$ cat config.mk
export PLATFORM = sky130hd
export DESIGN_NAME = uart_modem_line_status
export DESIGN_NICKNAME = d
export VERILOG_FILES = /design/src/common/uart_mls_pkg.sv /design/src/hdl/uart_modem_line_status.sv
export SDC_FILE = /design/constraint.sdc
export NUM_CORES = 1
export LEC_CHECK = 0
export BUFFER_PORTS_ARGS = -buffer_cell sky130_fd_sc_hd__buf_2
export CAP_MARGIN = 20
export CORE_MARGIN = 4
export CORE_UTILIZATION = 25
export DETAILED_ROUTE_END_ITERATION = 6
export PLACE_DENSITY_LB_ADDON = 0.08
export SLEW_MARGIN = 40
export SYNTH_ARGS = -nofsm -noshare
export SYNTH_HDL_FRONTEND = slang
export SYNTH_SLANG_ARGS = --single-unit
export TNS_END_PERCENT = 50
$ cat constraint.sdc
create_clock -name mclk -period 5.6 [get_ports mclk]
set_clock_uncertainty 0.2 [all_clocks]
set_input_delay 0.28 -clock mclk [delete_from_list [all_inputs] [get_ports mclk]]
set_output_delay 0.28 -clock mclk [all_outputs]
set_load 0.005 [all_outputs]
$ cat src/common/uart_mls_pkg.sv
package uart_mls_pkg;

   // Register byte offsets on the bus, one aligned word each
   localparam logic [31:0] OFS_HOLDING = 32'h0000_0000;
   localparam logic [31:0] OFS_INT_ENABLE = 32'h0000_0004;
   localparam logic [31:0] OFS_MODEM_CONTROL = 32'h0000_0008;
   localparam logic [31:0] OFS_LINE_STATUS = 32'h0000_000C;
   localparam logic [31:0] OFS_MODEM_STATUS = 32'h0000_0010;
   localparam logic [31:0] OFS_SCRATCH_PAD = 32'h0000_0014;
   localparam logic [31:0] OFS_ALT_FUNCTION = 32'h0000_0018;
   localparam logic [31:0] OFS_FEATURE_CONTROL = 32'h0000_001C;
   localparam logic [31:0] OFS_ENH_FEATURE = 32'h0000_0020;
   localparam logic [31:0] OFS_XON_CHAR = 32'h0000_0024;
   localparam logic [31:0] OFS_XOFF_CHAR = 32'h0000_0028;

   // Modem control fields
   localparam int MC_DTR = 0;
   localparam int MC_RTS = 1;
   localparam int MC_AUX1 = 2;
   localparam int MC_AUX2 = 3;
   localparam int MC_LOOP = 4;
   localparam int MC_XON_ANY = 5;
   localparam int MC_IR_EN = 6;
   localparam int MC_PRESCALE = 7;

   // Other control fields
   localparam int IE_MODEM = 3;
   localparam int EF_AUTO_RTS = 6;
   localparam int EF_AUTO_CTS = 7;
   localparam int FC_IR_RX_HIGH = 2;
   localparam int FC_SWAP = 6;

   // Reset values
   localparam logic [7:0] SCRATCH_RESET = 8'hFF;
   localparam logic [7:0] CTRL_RESET = 8'h00;

   // Receive store and flow control
   localparam int RX_DEPTH = 16;
   localparam logic [4:0] RX_DEPTH_CNT = 5'h10;
   localparam logic [4:0] RTS_HALT_LEVEL = 5'h0C;

   // Prescaler count in clock cycles; infrared timing in sixteenth-bit ticks
   localparam logic [1:0] PRESCALE_LAST = 2'h3;
   localparam logic [3:0] IR_PULSE_TICKS = 4'h3;
   localparam logic [3:0] IR_BIT_LAST = 4'hF;

   // Alternate function select codes for the multifunction pin
   localparam logic [1:0] MF_AUX2 = 2'h0;
   localparam logic [1:0] MF_BAUD = 2'h1;
   localparam logic [1:0] MF_RX_READY = 2'h2;

   // Counter mode codes for the swapped scratch location
   localparam logic [1:0] CNT_TX = 2'h1;
   localparam logic [1:0] CNT_ALT = 2'h3;

   // Received character with its error marks
   typedef struct packed {
      logic [7:0] data;
      logic parity_err;
      logic framing_err;
      logic brk;
   } rx_char_t;

   // Modem inputs, all active low pins
   typedef struct packed {
      logic cd_n;
      logic ri_n;
      logic dsr_n;
      logic cts_n;
   } modem_in_t;

   // Modem outputs, all active low pins
   typedef struct packed {
      logic rts_n;
      logic dtr_n;
      logic multifunction_pin_n;
   } modem_out_t;

endpackage : uart_mls_pkg

$ cat src/hdl/uart_modem_line_status.sv
// Chosen here: the register addresses and register access over AHB-Lite.
`timescale 1ns/1ps
// Behaviour
// RQ1 - RTS bit set drives its pin low, clear (reset) high.
// RQ2 - Auto receive flow control drives the RTS pin when enabled.
// RQ3 - Aux one has no pin; in loopback it reads as ring.
// RQ4 - Aux two drives multifunction pin low when set; loopback: carrier detect.
// RQ5 - Loopback bit selects local loopback; normal after reset.
// RQ6 - Xon-any resumes transmit on any character; flow characters not stored.
// RQ7 - Infrared bit routes data via encoder and decoder; transmit idles low.
// RQ8 - Prescaler bit divides the baud clock by four.
// RQ9 - Data ready while any received character is held.
// RQ10 - Character at full store sets overrun and is dropped.
// RQ11 - Parity error follows the head character.
// RQ12 - Framing error follows the head character.
// RQ13 - One break character stored; indication held until line marks.
// RQ14 - Holding empty sets on transfer to shifter, clears on load.
// RQ15 - Transmitter empty when holding and shifter both empty.
// RQ16 - Store error flag while any stored character has an error.
// RQ17 - Delta bits set on CTS, DSR, CD change; interrupt if enabled.
// RQ18 - Ring delta only at end of ringing.
// RQ19 - Auto CTS: high input halts after current character, low resumes.
// RQ20 - Upper status bits: inverted pins, or control bits in loopback.
// RQ21 - Scratch register holds host value; all ones after reset.
// RQ22 - Swap bit set sends scratch writes to enhanced mode select.
// RQ23 - DTR bit set drives its pin low, clear (reset) high.
// RQ24 - Modem status read clears the four delta bits.
// RQ25 - Loopback feeds transmit to receive; pins idle and inactive.
module uart_modem_line_status (
   // Clock and reset
   input wire logic mclk,
   input wire logic sys_rst,
   // AHB-Lite slave
   input wire logic hsel,
   input wire logic [31:0] haddr,
   input wire logic [1:0] htrans,
   input wire logic hwrite,
   input wire logic [2:0] hsize,
   input wire logic [31:0] hwdata,
   input wire logic hready,
   output logic [31:0] hrdata,
   output logic hreadyout,
   output logic hresp,
   // Receiver engine side
   input wire logic rx_valid,
   input wire uart_mls_pkg::rx_char_t rx_char,
   output logic rx_serial,
   // Transmitter engine side
   input wire logic tx_shift_busy,
   input wire logic tx_serial_bit,
   output logic tx_load,
   output logic [7:0] tx_byte,
   // Baud generator side
   input wire logic baud16_tick,
   output logic baud_src_tick,
   // Serial and modem pins
   input wire logic ser_rx_pin,
   output logic ser_tx_pin,
   input wire uart_mls_pkg::modem_in_t modem_in,
   output uart_mls_pkg::modem_out_t modem_out,
   // Modem status request
   output logic modem_irq
);

   typedef struct packed {
      logic ready;
      logic resp;
      logic [31:0] rdata;
      logic pend;
      logic pend_write;
      logic [31:0] pend_addr;
      logic [7:0] modem_control;
      logic [7:0] int_enable;
      logic [7:0] alternate_function;
      logic [7:0] feature_control;
      logic [7:0] enhanced_feature_control;
      logic [7:0] xon_char;
      logic [7:0] xoff_char;
      logic [7:0] scratch_pad;
      logic [7:0] enhanced_mode_select;
      logic alt_tx;
      logic [7:0] holding;
      logic holding_empty;
      logic tx_load;
      logic [7:0] tx_byte;
      logic sw_halt;
      logic [uart_mls_pkg::RX_DEPTH-1:0][10:0] mem;
      logic [3:0] wr_ptr;
      logic [3:0] rd_ptr;
      logic [4:0] count;
      logic [4:0] err_cnt;
      logic overrun;
      logic brk_hold;
      logic [3:0] level;
      logic [3:0] delta;
      logic irq;
      logic [1:0] div;
      logic baud_tick;
      logic [3:0] ir_tx_cnt;
      logic ir_prev_bit;
      logic [3:0] ir_rx_cnt;
      logic tx_pin;
      logic rx_serial;
      uart_mls_pkg::modem_out_t mout;
   } state_t;

   state_t s_q;
   state_t s_d;

   // Any of parity, framing or break marks on a stored entry
   function automatic logic has_err(input logic [10:0] entry);
      has_err = |entry[2:0];
   endfunction : has_err

   // Bus address match, shared by read and write decode
   function automatic logic hit(input logic [31:0] a, input logic [31:0] ofs);
      hit = (a == ofs);
   endfunction : hit

   // Outputs straight from the state register
   assign hrdata = s_q.rdata;
   assign hreadyout = s_q.ready;
   assign hresp = s_q.resp;
   assign rx_serial = s_q.rx_serial;
   assign tx_load = s_q.tx_load;
   assign tx_byte = s_q.tx_byte;
   assign baud_src_tick = s_q.baud_tick;
   assign ser_tx_pin = s_q.tx_pin;
   assign modem_out = s_q.mout;
   assign modem_irq = s_q.irq;

   // Next state: bus, receive store, transmit, modem and pins
   always_comb begin
      logic loop;
      logic [3:0] lvl;
      logic [3:0] dset;
      logic do_rd;
      logic do_wr;
      logic [7:0] wd;
      logic [7:0] rd_val;
      logic [7:0] line_status;
      logic [7:0] modem_status;
      logic [7:0] flvl;
      logic [10:0] head;
      logic sw_active;
      logic flow_hit;
      logic want_push;
      logic push;
      logic pop;
      logic cts_stop;
      logic ir_pulse;
      logic ir_in;
      logic ir_dec;
      logic dr;
      lvl = 4'h0;
      flvl = 8'h00;
      s_d = s_q;
      s_d.tx_load = 1'b0;
      s_d.resp = 1'b0;
      loop = s_q.modem_control[uart_mls_pkg::MC_LOOP];
      do_rd = s_q.pend & ~s_q.pend_write;
      do_wr = s_q.pend & s_q.pend_write;
      wd = hwdata[7:0];
      head = s_q.mem[s_q.rd_ptr];
      dr = (s_q.count != 5'h00);
      sw_active = (s_q.enhanced_feature_control[3:0] != 4'h0);

      // Modem levels in active-high sense, {cd, ri, dsr, cts}
      if (loop) begin
         lvl = {s_q.modem_control[uart_mls_pkg::MC_AUX2],   // [RQ4] [RQ20]
                s_q.modem_control[uart_mls_pkg::MC_AUX1],   // [RQ3] [RQ20]
                s_q.modem_control[uart_mls_pkg::MC_DTR],
                s_q.modem_control[uart_mls_pkg::MC_RTS]};
      end else begin
         lvl = ~{modem_in.cd_n, modem_in.ri_n, modem_in.dsr_n, modem_in.cts_n}; // [RQ20]
      end

      // Status images built from held state and the shifter busy input
      line_status = {s_q.err_cnt != 5'h00, // [RQ16]
             s_q.holding_empty & ~tx_shift_busy & ~s_q.tx_load, // [RQ15]
             s_q.holding_empty, // [RQ14]
             dr & head[0], // [RQ13]
             dr & head[1], // [RQ12]
             dr & head[2], // [RQ11]
             s_q.overrun,
             dr}; // [RQ9]
      modem_status = {s_q.level, s_q.delta};
      if (s_q.enhanced_mode_select[1:0] == uart_mls_pkg::CNT_TX ||
          (s_q.enhanced_mode_select[1:0] == uart_mls_pkg::CNT_ALT && s_q.alt_tx)) begin
         flvl = {7'h00, ~s_q.holding_empty};
      end else begin
         flvl = {3'h0, s_q.count};
      end

      // Read mux, unmapped addresses read zero
      if (hit(s_q.pend_addr, uart_mls_pkg::OFS_HOLDING)) begin
         rd_val = dr ? head[10:3] : 8'h00;
      end else if (hit(s_q.pend_addr, uart_mls_pkg::OFS_INT_ENABLE)) begin
         rd_val = s_q.int_enable;
      end else if (hit(s_q.pend_addr, uart_mls_pkg::OFS_MODEM_CONTROL)) begin
         rd_val = s_q.modem_control;
      end else if (hit(s_q.pend_addr, uart_mls_pkg::OFS_LINE_STATUS)) begin
         rd_val = line_status;
      end else if (hit(s_q.pend_addr, uart_mls_pkg::OFS_MODEM_STATUS)) begin
         rd_val = modem_status;
      end else if (hit(s_q.pend_addr, uart_mls_pkg::OFS_SCRATCH_PAD)) begin
         rd_val = s_q.feature_control[uart_mls_pkg::FC_SWAP] ? flvl : s_q.scratch_pad;
      end else if (hit(s_q.pend_addr, uart_mls_pkg::OFS_ALT_FUNCTION)) begin
         rd_val = s_q.alternate_function;
      end else if (hit(s_q.pend_addr, uart_mls_pkg::OFS_FEATURE_CONTROL)) begin
         rd_val = s_q.feature_control;
      end else if (hit(s_q.pend_addr, uart_mls_pkg::OFS_ENH_FEATURE)) begin
         rd_val = s_q.enhanced_feature_control;
      end else if (hit(s_q.pend_addr, uart_mls_pkg::OFS_XON_CHAR)) begin
         rd_val = s_q.xon_char;
      end else if (hit(s_q.pend_addr, uart_mls_pkg::OFS_XOFF_CHAR)) begin
         rd_val = s_q.xoff_char;
      end else begin
         rd_val = 8'h00;
      end

      // One wait state per transfer so a write lands before any later read
      if (s_q.pend) begin
         s_d.pend = 1'b0;
         s_d.ready = 1'b1;
         s_d.rdata = do_rd ? {24'h00_0000, rd_val} : 32'h0000_0000;
      end else if (hsel && htrans[1] && hready && s_q.ready) begin
         s_d.pend = 1'b1;
         s_d.ready = 1'b0;
         s_d.pend_write = hwrite;
         s_d.pend_addr = haddr;
      end

      // Register writes in the data phase
      if (do_wr) begin
         if (hit(s_q.pend_addr, uart_mls_pkg::OFS_HOLDING)) begin
            s_d.holding = wd;
         end else if (hit(s_q.pend_addr, uart_mls_pkg::OFS_INT_ENABLE)) begin
            s_d.int_enable = wd;
         end else if (hit(s_q.pend_addr, uart_mls_pkg::OFS_MODEM_CONTROL)) begin
            s_d.modem_control = wd;
         end else if (hit(s_q.pend_addr, uart_mls_pkg::OFS_SCRATCH_PAD)) begin
            if (s_q.feature_control[uart_mls_pkg::FC_SWAP]) begin
               s_d.enhanced_mode_select = wd; // [RQ22]
               s_d.alt_tx = 1'b0;
            end else begin
               s_d.scratch_pad = wd; // [RQ21]
            end
         end else if (hit(s_q.pend_addr, uart_mls_pkg::OFS_ALT_FUNCTION)) begin
            s_d.alternate_function = {5'h00, wd[2:0]};
         end else if (hit(s_q.pend_addr, uart_mls_pkg::OFS_FEATURE_CONTROL)) begin
            s_d.feature_control = wd;
         end else if (hit(s_q.pend_addr, uart_mls_pkg::OFS_ENH_FEATURE)) begin
            s_d.enhanced_feature_control = wd;
         end else if (hit(s_q.pend_addr, uart_mls_pkg::OFS_XON_CHAR)) begin
            s_d.xon_char = wd;
         end else if (hit(s_q.pend_addr, uart_mls_pkg::OFS_XOFF_CHAR)) begin
            s_d.xoff_char = wd;
         end
      end

      // Alternate counter mode flips between rx and tx on each read
      if (do_rd && hit(s_q.pend_addr, uart_mls_pkg::OFS_SCRATCH_PAD) &&
          s_q.feature_control[uart_mls_pkg::FC_SWAP] &&
          s_q.enhanced_mode_select[1:0] == uart_mls_pkg::CNT_ALT) begin
         s_d.alt_tx = ~s_q.alt_tx;
      end

      // Receive store: flow characters and repeat breaks are not stored
      flow_hit = sw_active && rx_valid &&
                 (rx_char.data == s_q.xon_char || rx_char.data == s_q.xoff_char); // [RQ6]
      want_push = rx_valid & ~flow_hit & ~(rx_char.brk & s_q.brk_hold); // [RQ13]
      push = want_push && (s_q.count != uart_mls_pkg::RX_DEPTH_CNT); // [RQ10]
      pop = do_rd && hit(s_q.pend_addr, uart_mls_pkg::OFS_HOLDING) && dr;
      if (push) begin
         s_d.mem[s_q.wr_ptr] = {rx_char.data, rx_char.parity_err,
                                rx_char.framing_err, rx_char.brk};
         s_d.wr_ptr = s_q.wr_ptr + 4'h1;
      end
      if (pop) begin
         s_d.rd_ptr = s_q.rd_ptr + 4'h1;
      end
      s_d.count = s_q.count + {4'h0, push} - {4'h0, pop}; // [RQ9]
      s_d.err_cnt = s_q.err_cnt + {4'h0, push & has_err(s_d.mem[s_q.wr_ptr])}
                    - {4'h0, pop & has_err(head)}; // [RQ16]

      // Overrun clears on a status read; a new overrun wins
      if (do_rd && hit(s_q.pend_addr, uart_mls_pkg::OFS_LINE_STATUS)) begin
         s_d.overrun = 1'b0;
      end
      if (want_push && !push) begin
         s_d.overrun = 1'b1;                                  // [RQ10]
      end

      // Break held until the line returns to mark; stored break wins
      if (s_q.rx_serial) begin
         s_d.brk_hold = 1'b0;
      end
      if (push && rx_char.brk) begin
         s_d.brk_hold = 1'b1;                                 // [RQ13]
      end

      // Software flow halt and Xon-any resume
      if (!sw_active) begin
         s_d.sw_halt = 1'b0;
      end
      if (rx_valid && s_q.modem_control[uart_mls_pkg::MC_XON_ANY]) begin
         s_d.sw_halt = 1'b0;                                  // [RQ6]
      end
      if (rx_valid && sw_active) begin
         if (rx_char.data == s_q.xoff_char) begin
            s_d.sw_halt = 1'b1;
         end else if (rx_char.data == s_q.xon_char) begin
            s_d.sw_halt = 1'b0;
         end
      end

      // Transmit hand-off; auto CTS only gates the next character
      cts_stop = s_q.enhanced_feature_control[uart_mls_pkg::EF_AUTO_CTS] & ~lvl[0]; // [RQ19]
      if (!s_q.holding_empty && !tx_shift_busy && !s_q.tx_load &&
          !s_q.sw_halt && !cts_stop) begin
         s_d.tx_load = 1'b1;
         s_d.tx_byte = s_q.holding;
         s_d.holding_empty = 1'b1;                            // [RQ14]
      end
      if (do_wr && hit(s_q.pend_addr, uart_mls_pkg::OFS_HOLDING)) begin
         s_d.holding_empty = 1'b0;                            // [RQ14]
      end

      // Modem deltas: ring only on trailing edge; set wins over read clear
      dset = {(s_q.level[3] ^ lvl[3]), (s_q.level[2] & ~lvl[2]),  // [RQ18]
              (s_q.level[1] ^ lvl[1]), (s_q.level[0] ^ lvl[0])};  // [RQ17]
      if (do_rd && hit(s_q.pend_addr, uart_mls_pkg::OFS_MODEM_STATUS)) begin
         s_d.delta = 4'h0;                                    // [RQ24]
      end
      s_d.delta = s_d.delta | dset;
      s_d.level = lvl;
      s_d.irq = s_q.int_enable[uart_mls_pkg::IE_MODEM] & (|s_d.delta); // [RQ17]

      // Prescaler feeding the baud generator
      s_d.div = s_q.div + 2'h1;
      s_d.baud_tick = ~s_q.modem_control[uart_mls_pkg::MC_PRESCALE] |
                      (s_q.div == uart_mls_pkg::PRESCALE_LAST);   // [RQ8]

      // Infrared encoder: short high pulse for each zero bit
      if (tx_serial_bit != s_q.ir_prev_bit) begin
         s_d.ir_tx_cnt = 4'h0;
      end else if (baud16_tick) begin
         s_d.ir_tx_cnt = s_q.ir_tx_cnt + 4'h1;
      end
      s_d.ir_prev_bit = tx_serial_bit;
      ir_pulse = ~tx_serial_bit & (s_q.ir_tx_cnt < uart_mls_pkg::IR_PULSE_TICKS);

      // Infrared decoder: pulse stretched to one bit time
      ir_in = s_q.feature_control[uart_mls_pkg::FC_IR_RX_HIGH] ? ser_rx_pin : ~ser_rx_pin;
      if (ir_in) begin
         s_d.ir_rx_cnt = uart_mls_pkg::IR_BIT_LAST;
      end else if (baud16_tick && s_q.ir_rx_cnt != 4'h0) begin
         s_d.ir_rx_cnt = s_q.ir_rx_cnt - 4'h1;
      end
      ir_dec = ~(ir_in | (s_q.ir_rx_cnt != 4'h0));

      // Serial routing
      if (loop) begin
         s_d.rx_serial = tx_serial_bit; // [RQ25]
         s_d.tx_pin = 1'b1; // [RQ25]
      end else if (s_q.modem_control[uart_mls_pkg::MC_IR_EN]) begin
         s_d.rx_serial = ir_dec; // [RQ7]
         s_d.tx_pin = ir_pulse; // [RQ7]
      end else begin
         s_d.rx_serial = ser_rx_pin;
         s_d.tx_pin = tx_serial_bit;
      end

      // Modem output pins, held inactive in loopback
      if (loop) begin
         s_d.mout = 3'b111;                                   // [RQ5] [RQ25]
      end else begin
         if (s_q.enhanced_feature_control[uart_mls_pkg::EF_AUTO_RTS]) begin
            s_d.mout.rts_n = (s_d.count >= uart_mls_pkg::RTS_HALT_LEVEL); // [RQ2]
         end else begin
            s_d.mout.rts_n = ~s_q.modem_control[uart_mls_pkg::MC_RTS];   // [RQ1]
         end
         s_d.mout.dtr_n = ~s_q.modem_control[uart_mls_pkg::MC_DTR];      // [RQ23]
         case (s_q.alternate_function[2:1])
            uart_mls_pkg::MF_AUX2: begin
               s_d.mout.multifunction_pin_n =
                  ~s_q.modem_control[uart_mls_pkg::MC_AUX2];             // [RQ4]
            end
            uart_mls_pkg::MF_BAUD: begin
               s_d.mout.multifunction_pin_n = ~s_d.baud_tick;
            end
            uart_mls_pkg::MF_RX_READY: begin
               s_d.mout.multifunction_pin_n = (s_d.count == 5'h00);
            end
            default: begin
               s_d.mout.multifunction_pin_n = 1'b1;
            end
         endcase
      end

      // Synchronous reset values
      if (sys_rst) begin
         s_d = '0;
         s_d.ready = 1'b1;
         s_d.holding_empty = 1'b1;
         s_d.modem_control = uart_mls_pkg::CTRL_RESET;        // [RQ5] [RQ8]
         s_d.scratch_pad = uart_mls_pkg::SCRATCH_RESET;       // [RQ21]
         s_d.tx_pin = 1'b1;
         s_d.rx_serial = 1'b1;
         s_d.ir_prev_bit = 1'b1;
         s_d.mout = 3'b111;
      end
   end

   // State register
   always_ff @(posedge mclk) begin
      s_q <= s_d;
   end

endmodule : uart_modem_line_status

==> flow_summary.yaml, run 1 <==
outcome:
  status: "finished clean"
place:
  dpl.cell_count: 2650
  place_congestion: 0.814
  hpwl_um: 38300
  port_buffers: 90
floorplanning:
  die_h_um: 265
  ioPinCount: 144
  rows: 93
  die_w_um: 265
  coreArea_mm2: 0.0648
  die-area_mm2: 0.0700
  start_util: 0.254
critical_path:
  max_stage_delay_ps: 700
  cp_slowest_cell: "o311ai_4"
  r2r_setup_slack_ps: 590
  critical_path.top_delay_family: "simple AND/OR/NAND/NOR gates"
  critPathRequiredTime_ps: 5890
  rr_worst_depth: 18
  worst-path-max-fanout: 18
  worstPathCellList: "dlygate4sd3_1, buf_2, xnor2_1, nand4_1, o311ai_4, nor3_2, nor3_1, a2111oi_0, or4_1, o31ai_1, and4_1, ha_1, inv_1, ha_1, fa_1, a21oi_1, nor2_1, or3_1, a21oi_1"
  r2r-end: "s_q[32]"
  arrival_ps: 5490
  startpoint: "rx_char[6]"
  cp.depth: 19
  start_kind: "input pin"
  endpoint: "s_q[32]"
  worstReg2RegStart: "s_q[274]"
  crit_buf_inv: 3
  path_class: "input pin to register"
  worst_setup_path_end_kind: "register"
global_routing:
  busiest_layer: "met2"
  use_met2: 0.245
  overflow: 0
  grt_first_pass_wirelength_um: 83900
  grt_antenna_before_repair: 1
  grt_pass1_vias: 13100
  use_met1: 0.218
  grt_use_total: 0.154
  use_met3: 0.0269
  grt_max_degree: 186
sta:
  worst_pin_slew_ps: 872
  tns_ps: 0
  hold_viol: 0
  max_slew_margin: 0.417
  holdWs_ps: 64.4
  rsz0062_at_grt: "no"
  max_freq_ghz: 0.192
  fin_crit_sh: 0.928
  finalCriticalPeriod_ps: 5200
  drv_slew: 0
  setup_viol: 0
detailed_routing:
  routed_via_density: 4.71
  wire_per_inst_um: 19.9
  drc: 0
  drtIter0Drc: 831
  drtAntennaViolNets: 0
  drt_first_pass_iters: 5
  wl_um: 55900
  route.vias.total: 13200
yosys:
  ys_ff_latch: 346
  ys_warn_count: 0
  ys_types: 81
  synth_top_area_frac: 0.421
  syn_area_per_cell_um2: 9.07
  synth-edff-count: 0
  synth.most_common_cell: "dfxtp_1"
  synth_area_leaders: "dfxtp_1 42%, mux2i_1 16%, nor2_1 7.1%"
  syn_area_mm2: 0.0165
  synth_common_cells: "346 x dfxtp_1, 312 x nor2_1, 270 x mux2i_1, 146 x nand2_1, 96 x a21oi_1"
  seq_area_frac_synth: 0.421
  async_flop_share: 0
  synthCells: 1814
  yosys.area.top_type: "dfxtp_1"
  synthFlopType: "dfxtp_1"
cells_and_area:
  nNetsFinal: 2037
  area_delta_synth_final_pct: 20.5
  final_layout_size_suffix_gt1_frac: 0.143
  fin_util: 0.306
  final_cells: 2806
cts:
  cts-htree-levels: 2
  root_buffer: "clkbuf_16"
  cts_resized: 0
  cts_tree: "yes"
  path_clk_slew_ps: 60
  cts_setup_buffers: 0
  cts_sinks: 346
  clk_latency_ps: 570
  hold_buffers: 78
  clockBufferDepth: 3
  cts_buffers: 45
flow_run:
  max_cap_violations: 0
hold_path:
  worstHoldPathCells: 3
  worstHoldPathType: "input pin to register"
power_and_ir_drop:
  powerDensity_mw_per_mm2: 315
  ir_drop_mv: 0.209
  p_leak_nw: 7.44
how the worst min path moves through the flow:
stage	startpoint	endpoint	slack (ps)
3_3_place_gp	s_q[15]	s_q[15]	210
5_1_grt	rx_char[5]	register	60
2_1_floorplan	s_q[306]	modem_out[1]	180
6_report	rx_char[5]	register	60
3_5_place_dp	s_q[15]	s_q[15]	210
4_1_cts	rx_char[5]	register	20
per-stage QoR:
stage | cell area [um^2] | power, mW | worst slack [ps]
2_1_floorplan | 16500 | 3.22 | 1320
3_3_place_gp | 17600 | 3.48 | 342
3_5_place_dp | 17600 | 3.48 | 338
4_1_cts | 19800 | 6.36 | 415
5_1_grt | 19800 | 6.56 | 146
6_report | 19800 | 6.24 | 401
power by group:
part	switching (mW)	leakage [nW]	internal, mW	total, mW
registers	0.0663	2.80	2.54	2.61
clock network	1.12	0.698	1.66	2.78
logic	0.513	3.95	0.345	0.858
total	1.70	7.44	4.54	6.24
kinds of logic (layout without fill, tap and decap cells):
family | Yosys count | in the layout | share of synthesized area
AOI/OAI and AO/OA | 264 | 264 | 0.103
DFF | 346 | 346 | 0.421
buffers and inverters | 210 | 322 | 0.0611
other | 1 | 26 | 0.000228
xor gates and xnor gates | 39 | 39 | 0.0212
adders and majority gates | 22 | 22 | 0.0176
muxes | 308 | 308 | 0.205
and+or+nand+nor | 624 | 624 | 0.170
cells in the final DEF, fill, tap and decap left out, drive strengths merged, types with 14 or more instances in the layout:
cell           n
dlygate4sd3   78
inv           30
xnor2         29
clkbuf        63
o22ai         16
o21ai         48
conb          25
a21oi         96
nor3          31
nand2        147
nand3         35
nor2         315
mux2          16
buf          137
o221ai        14
dfxtp        346
nor2b         22
ha            20
mux2i        270
mux4          22
routing by layer:
| layer | part of all wire | vias up |
|---|---|---|
| met5 | 0 | - |
| met4 | 0.019 | 0 |
| met3 | 0.039 | 72 |
| met2 | 0.45 | 218 |
| met1 | 0.49 | 6451 |
| li1 | - | 6469 |
worst reg2reg max path: cells and delay by family, from the launching register on:
kind	cells	cell delay, ps
buffers and inverters	2	360
AND/OR/NAND/NOR	7	1830
AO/OA/AOI/OAI	6	1310
adder cells (fa/ha/maj)	3	920
flip-flops	1	320
area by class of cell:
| class | count | area (um^2) |
|---|---|---|
| clock inverter | 13 | 106 |
| clock buffer | 63 | 1310 |
| tap | 855 | 1070 |
| fill | 6796 | 45000 |
| timing repair buffer | 215 | 1630 |
| sequential | 346 | 6930 |
| inverter | 31 | 116 |
| antenna | 1 | 2.50 |
| multi-input combinational | 1282 | 8660 |
No activity file was read; power rests on OpenSTA's default activity.
==> run 2: changes to the inputs <==
==> constraint.sdc (replaced) <==
create_clock -name mclk -period 4.56 [get_ports mclk]
set_clock_uncertainty 0.2 [all_clocks]
set_input_delay 0.228 -clock mclk [delete_from_list [all_inputs] [get_ports mclk]]
set_output_delay 0.228 -clock mclk [all_outputs]
set_load 0.005 [all_outputs]
==> run 2 against run 1 <==
Sequential power grew 22%. Power grew 28%. Core utilization grew 1.7 points. Register-to-register slack lost 470 ps. Largest power group unchanged. First-iteration DRC count grew 7.6%. Final cell count grew 4.1%. Hold slack lost 26 ps. Global-route usage grew 0.96 points. Critical endpoint unchanged.
==> flow_summary.yaml, run 2 (same netlist as run 1, synthesis figures left out) <==
global_routing:
  grt_first_pass_wirelength_um: 88700
  grt_max_degree: 169
  overflow: 0
  grt_use_total: 0.163
  grt_pass1_vias: 13700
  grt_antenna_before_repair: 1
cells_and_area:
  n_fill_cell: 6844
  nNetsFinal: 2151
  final_cell_mix: "344 x dfxtp_1, 311 x nor2_1, 270 x mux2i_1"
  area_delta_synth_final_pct: 27.0
  n_antenna_cell: 0
  final_layout_size_suffix_gt1_frac: 0.199
  layout.cells.most_common: "dfxtp_1"
sta:
  drv_slew: 0
  finalCriticalPeriod_ps: 4440
  worst_pin_slew_ps: 735
  rsz0062_at_grt: "yes"
  postLayoutSetupSlackWorst_ps: 124
  setup_viol: 0
  fin_crit_sh: 0.973
  max_freq_ghz: 0.225
  holdWs_ps: 38.7
  max_slew_margin: 0.510
  hold_viol: 0
floorplanning:
  die_w_um: 265
  die_h_um: 265
  ioPinCount: 144
  coreArea_mm2: 0.0648
  start_util: 0.254
  rows: 93
  die-area_mm2: 0.0700
detailed_routing:
  route.vias.total: 13800
  drt_first_pass_iters: 5
  drc: 0
  wire_per_inst_um: 20.3
  wl_um: 59300
  drtAntennaViolNets: 0
  drtIter0Drc: 894
  routed_via_density: 4.74
cts:
  path_clk_slew_ps: 60
  cts_sinks: 346
  cts_tree: "yes"
  clk_latency_ps: 570
  cts_buffers: 44
  cts-htree-levels: 2
  clockBufferDepth: 3
  root_buffer: "clkbuf_16"
hold_path:
  worstHoldPathType: "input pin to register"
  worstHoldPathCells: 4
critical_path:
  r2r_setup_slack_ps: 120
  worstPathCellList: "or4_4, nand2_4, o311ai_4, buf_6, buf_4, nor3_4, and3_4, mux2_2, o221a_2, a31oi_2, and4_4, ha_4, inv_2, ha_4, fa_2, a21oi_2, nor2_1, or3_1, a21oi_2"
  worst-path-max-fanout: 5
  crit_buf_inv: 3
  critPathRequiredTime_ps: 4860
  cp_slowest_cell: "or4_4"
  arrival_ps: 4740
  max_stage_delay_ps: 570
  start_kind: "register"
  path_class: "register to register"
  rr_worst_depth: 19
  cp.depth: 19
  critical_path.top_delay_family: "simple AND/OR/NAND/NOR gates"
  worst_setup_path_end_kind: "register"
flow_run:
  max_cap_violations: 0
place:
  hpwl_um: 41400
  port_buffers: 90
  place_congestion: 0.828
  pre_cts_slack_ps: -255
power_and_ir_drop:
  p_sw_frac: 0.272
  pwr-share-clk: 0.447
  p_comb_frac: 0.157
  p_sw_mw: 2.18
  power.internal_mw: 5.84
  power_frac_seq: 0.397
  ir_drop_mv: 0.226
  power.total_mw: 8.01
  p_leak_nw: 8.08
  powerDensity_mw_per_mm2: 383
outcome:
  status: "finished clean"
## run 2: power groups by stage
stage	logic [mW]	clock network [mW]	registers, mW
final	1.25	3.58	3.18
after global routing	1.37	3.83	3.19
after CTS	1.21	3.70	3.18
after detailed placement	1.15	0	3.24
after global placement	1.16	0	3.24
after floorplan	0.727	0	3.23
## run 2: area by class of cell
cell class                      count  area [um^2]  share of cell area
Timing Repair Buffer              330         2510               0.120
Clock inverter                     10          136             0.00653
Multi-Input combinational cell   1282         8790               0.421
Tap cell                          855         1070              0.0512
Clock buffer                       68         1340              0.0643
Sequential cell                   346         6930               0.332
Inverter                           31          116             0.00557
## run 2: path summary, 6_finish.rpt
kind,startpoint,to
hold / removal,rx_char[1],s_q[190]
setup reg to reg,s_q[274],s_q[32]
hold reg to reg,s_q[15],s_q[15]
setup / recovery,s_q[274],s_q[32]
## run 2: what timing repair did
action | 4_1_cts | 5_1_grt
hold buffers | 80 | 0
pin swaps | 7 | 15
endpoints found under the setup margin | 1 | 2
buffers inserted | 3 | 5
resized for setup | 11 | 22
endpoints found under the hold margin | 135 | 0
cloned | 1 | 0
## run 2: per-stage QoR
stage	cell area, um^2	std cells	setup TNS, ps	util
after floorplan	16500	1838	0	-
after global placement	18400	2755	-243	0.283
after detailed placement	18400	2755	-255	0.283
after CTS	20700	2916	0	0.319
after global routing	20900	2922	-39.3	0.322
final	20900	2922	0	0.322
## run 2: tightest hold or removal path: stages
cell     delay, ps
buf_2          120
buf_4          200
mux2i_1        140
nor2_1          50
## run 2: layer usage
layer,GRT usage,vias to the layer above,wire length [um]
li1,-,6713,-
met1,0.239,6793,29300
met2,0.253,272,26400
met3,0.0269,69,2510
met4,0.0354,0,1050
met5,0,-,0
==> run 3: changes to the inputs <==
--- a/config.mk
+++ b/config.mk
@@ -10,7 +10,8 @@
 export CORE_MARGIN = 4
 export CORE_UTILIZATION = 25
 export DETAILED_ROUTE_END_ITERATION = 6
-export PLACE_DENSITY_LB_ADDON = 0.08
+export HOLD_SLACK_MARGIN = 0.06
+export REMOVE_ABC_BUFFERS = 1
 export SLEW_MARGIN = 40
 export SYNTH_ARGS = -nofsm -noshare
 export SYNTH_HDL_FRONTEND = slang
==> run 3 against run 2 <==
Combinational power barely moved. Critical path depth did not move. Hold slack improved by 44 ps. Worst setup slack got worse by 85 ps. First-iteration DRC count rose by 5.9%. Cell area fell by 2.5%. Non-clock buffer count fell by 44. Flip-flop and latch count did not move. Register-to-register slack got worse by 80 ps.
==> flow_summary.yaml, run 3 (same netlist as run 1, synthesis figures left out) <==
power_and_ir_drop:
  power.total_mw: 7.59
  pwr-share-clk: 0.417
  p_sw_mw: 2.08
  power_frac_seq: 0.419
  ir_drop_mv: 0.245
  p_comb_frac: 0.164
  powerDensity_mw_per_mm2: 372
  p_sw_frac: 0.274
  p_leak_nw: 7.73
  power.internal_mw: 5.51
floorplanning:
  die_h_um: 265
  start_util: 0.254
  rows: 93
  die-area_mm2: 0.0700
  coreArea_mm2: 0.0648
  die_w_um: 265
  ioPinCount: 144
sta:
  worst_pin_slew_ps: 846
  setup_viol: 0
  rsz0062_at_grt: "yes"
  max_freq_ghz: 0.221
  finalCriticalPeriod_ps: 4520
  fin_crit_sh: 0.991
  drv_slew: 0
  max_slew_margin: 0.436
  hold_viol: 0
  tns_ps: 0
detailed_routing:
  drtIter0Drc: 947
  route.vias.total: 13800
  wire_per_inst_um: 18.2
  wl_um: 52100
  routed_via_density: 4.81
  drc: 0
  drt_first_pass_iters: 7
  drtAntennaViolNets: 0
critical_path:
  startpoint: "s_q[274]"
  rr_worst_depth: 19
  critPathRequiredTime_ps: 4850
  r2r-end: "s_q[32]"
  cp_slowest_cell: "or4_4"
  worstReg2RegStart: "s_q[274]"
  arrival_ps: 4810
  max_stage_delay_ps: 530
  path_class: "register to register"
  worstPathCellList: "or4_4, buf_6, nand2_8, o311ai_4, buf_4, nor3_4, and3_4, mux2_4, o221a_4, a31oi_1, and4_4, ha_4, inv_2, ha_4, fa_2, a21oi_2, nor2_2, or3_1, a21oi_2"
  worst-path-max-fanout: 6
  start_kind: "register"
  worst_setup_path_end_kind: "register"
  r2r_setup_slack_ps: 40
global_routing:
  grt_first_pass_wirelength_um: 80300
  grt_pass1_vias: 13700
  grt_use_total: 0.143
  grt_max_degree: 190
  grt_antenna_before_repair: 1
  overflow: 0
cts:
  clk_latency_ps: 570
  cts-htree-levels: 2
  cts_buffers: 39
  clockBufferDepth: 3
  cts_tree: "yes"
  cts_sinks: 346
  path_clk_slew_ps: 60
  root_buffer: "clkbuf_16"
flow_run:
  max_cap_violations: 0
cells_and_area:
  layout.cells.most_common: "dfxtp_1"
  final_layout_size_suffix_gt1_frac: 0.190
  final_cells: 2870
  final_cell_mix: "343 x dfxtp_1, 310 x nor2_1, 269 x mux2i_1"
  nNetsFinal: 2102
  n_antenna_cell: 0
  area_delta_synth_final_pct: 23.8
place:
  place_congestion: 0.918
  hpwl_um: 36400
  dpl.cell_count: 2726
  port_buffers: 90
hold_path:
  worstHoldPathCells: 4
  worstHoldPathType: "input pin to register"
  hp-start: "rx_char[10]"
outcome:
  status: "finished clean"
## run 3: cell count changes in the layout (fill, tap and decap cells not counted), sizes merged
cell / change
inv: +1
clkinvlp: +2
clkinv: +6
buf: -26
dlygate4sd3: -18
clkbuf: -17
## run 3: layer usage
metal | routed length (um) | vias to the layer above | GRT usage
li1 | - | 6584 | -
met1 | 23200 | 6724 | 0.187
met2 | 24900 | 410 | 0.243
met3 | 2700 | 85 | 0.0226
met4 | 1340 | 2 | 0.0423
met5 | 13 | - | 0
## run 3: power groups by stage
| stage | combinational, mW | sequential (mW) | clock, mW |
|---|---|---|---|
| floorplan | 0.610 | 3.24 | 0 |
| global placement | 1.10 | 3.24 | 0 |
| detailed placement | 1.12 | 3.24 | 0 |
| CTS | 1.18 | 3.18 | 3.25 |
| global route | 1.35 | 3.19 | 3.37 |
| finish | 1.25 | 3.18 | 3.16 |
## run 3: worst max-delay path, delay by kind of cell, from the launching register on
kind | cells | cell delay [ps]
multiplexers | 1 | 320
AND/OR/NAND/NOR | 7 | 1720
flip-flops | 1 | 320
AO/OA/AOI/OAI | 5 | 830
adder cells (fa/ha/maj) | 3 | 660
buffers and inverters | 3 | 390
## run 3: worst max path at each step
stage                    to  slack (ps)  depth (start not counted)
CTS                 s_q[32]          10                         19
finish              s_q[32]          40                         19
detailed placement  s_q[32]        -150                         18
global placement    s_q[32]        -130                         17
global route        s_q[32]        -150                         21
floorplan           s_q[32]        -950                         12
## run 3: what timing repair did
action | CTS | global route
buffers inserted | 2 | 11
hold buffers | 62 | 0
setup endpoints to repair | 1 | 2
resized for setup | 4 | 33
pin swaps | 3 | 20
endpoints found under the hold margin | 288 | 0
## run 3: final cells by class
class                      instances  area, um^2
clock inverter                    19         198
sequential                       346        6930
multi-input combinational       1282        8820
fill                            6629       44400
clock buffer                      51        1080
tap                              855        1070
inverter                          31         116
timing repair buffer             286        2150
## run 3: metrics by stage
| step | worst slack (ps) | area [um^2] | hold WS [ps] | util |
|---|---|---|---|---|
| 2_1_floorplan | -948 | 15700 | 94.7 | - |
| 3_3_place_gp | -132 | 18100 | 208 | 0.280 |
| 3_5_place_dp | -148 | 18200 | 217 | 0.281 |
| 4_1_cts | 11.1 | 20100 | 62.3 | 0.311 |
| 5_1_grt | -150 | 20400 | 73.1 | 0.314 |
| 6_report | 38.8 | 20400 | 82.4 | 0.314 |
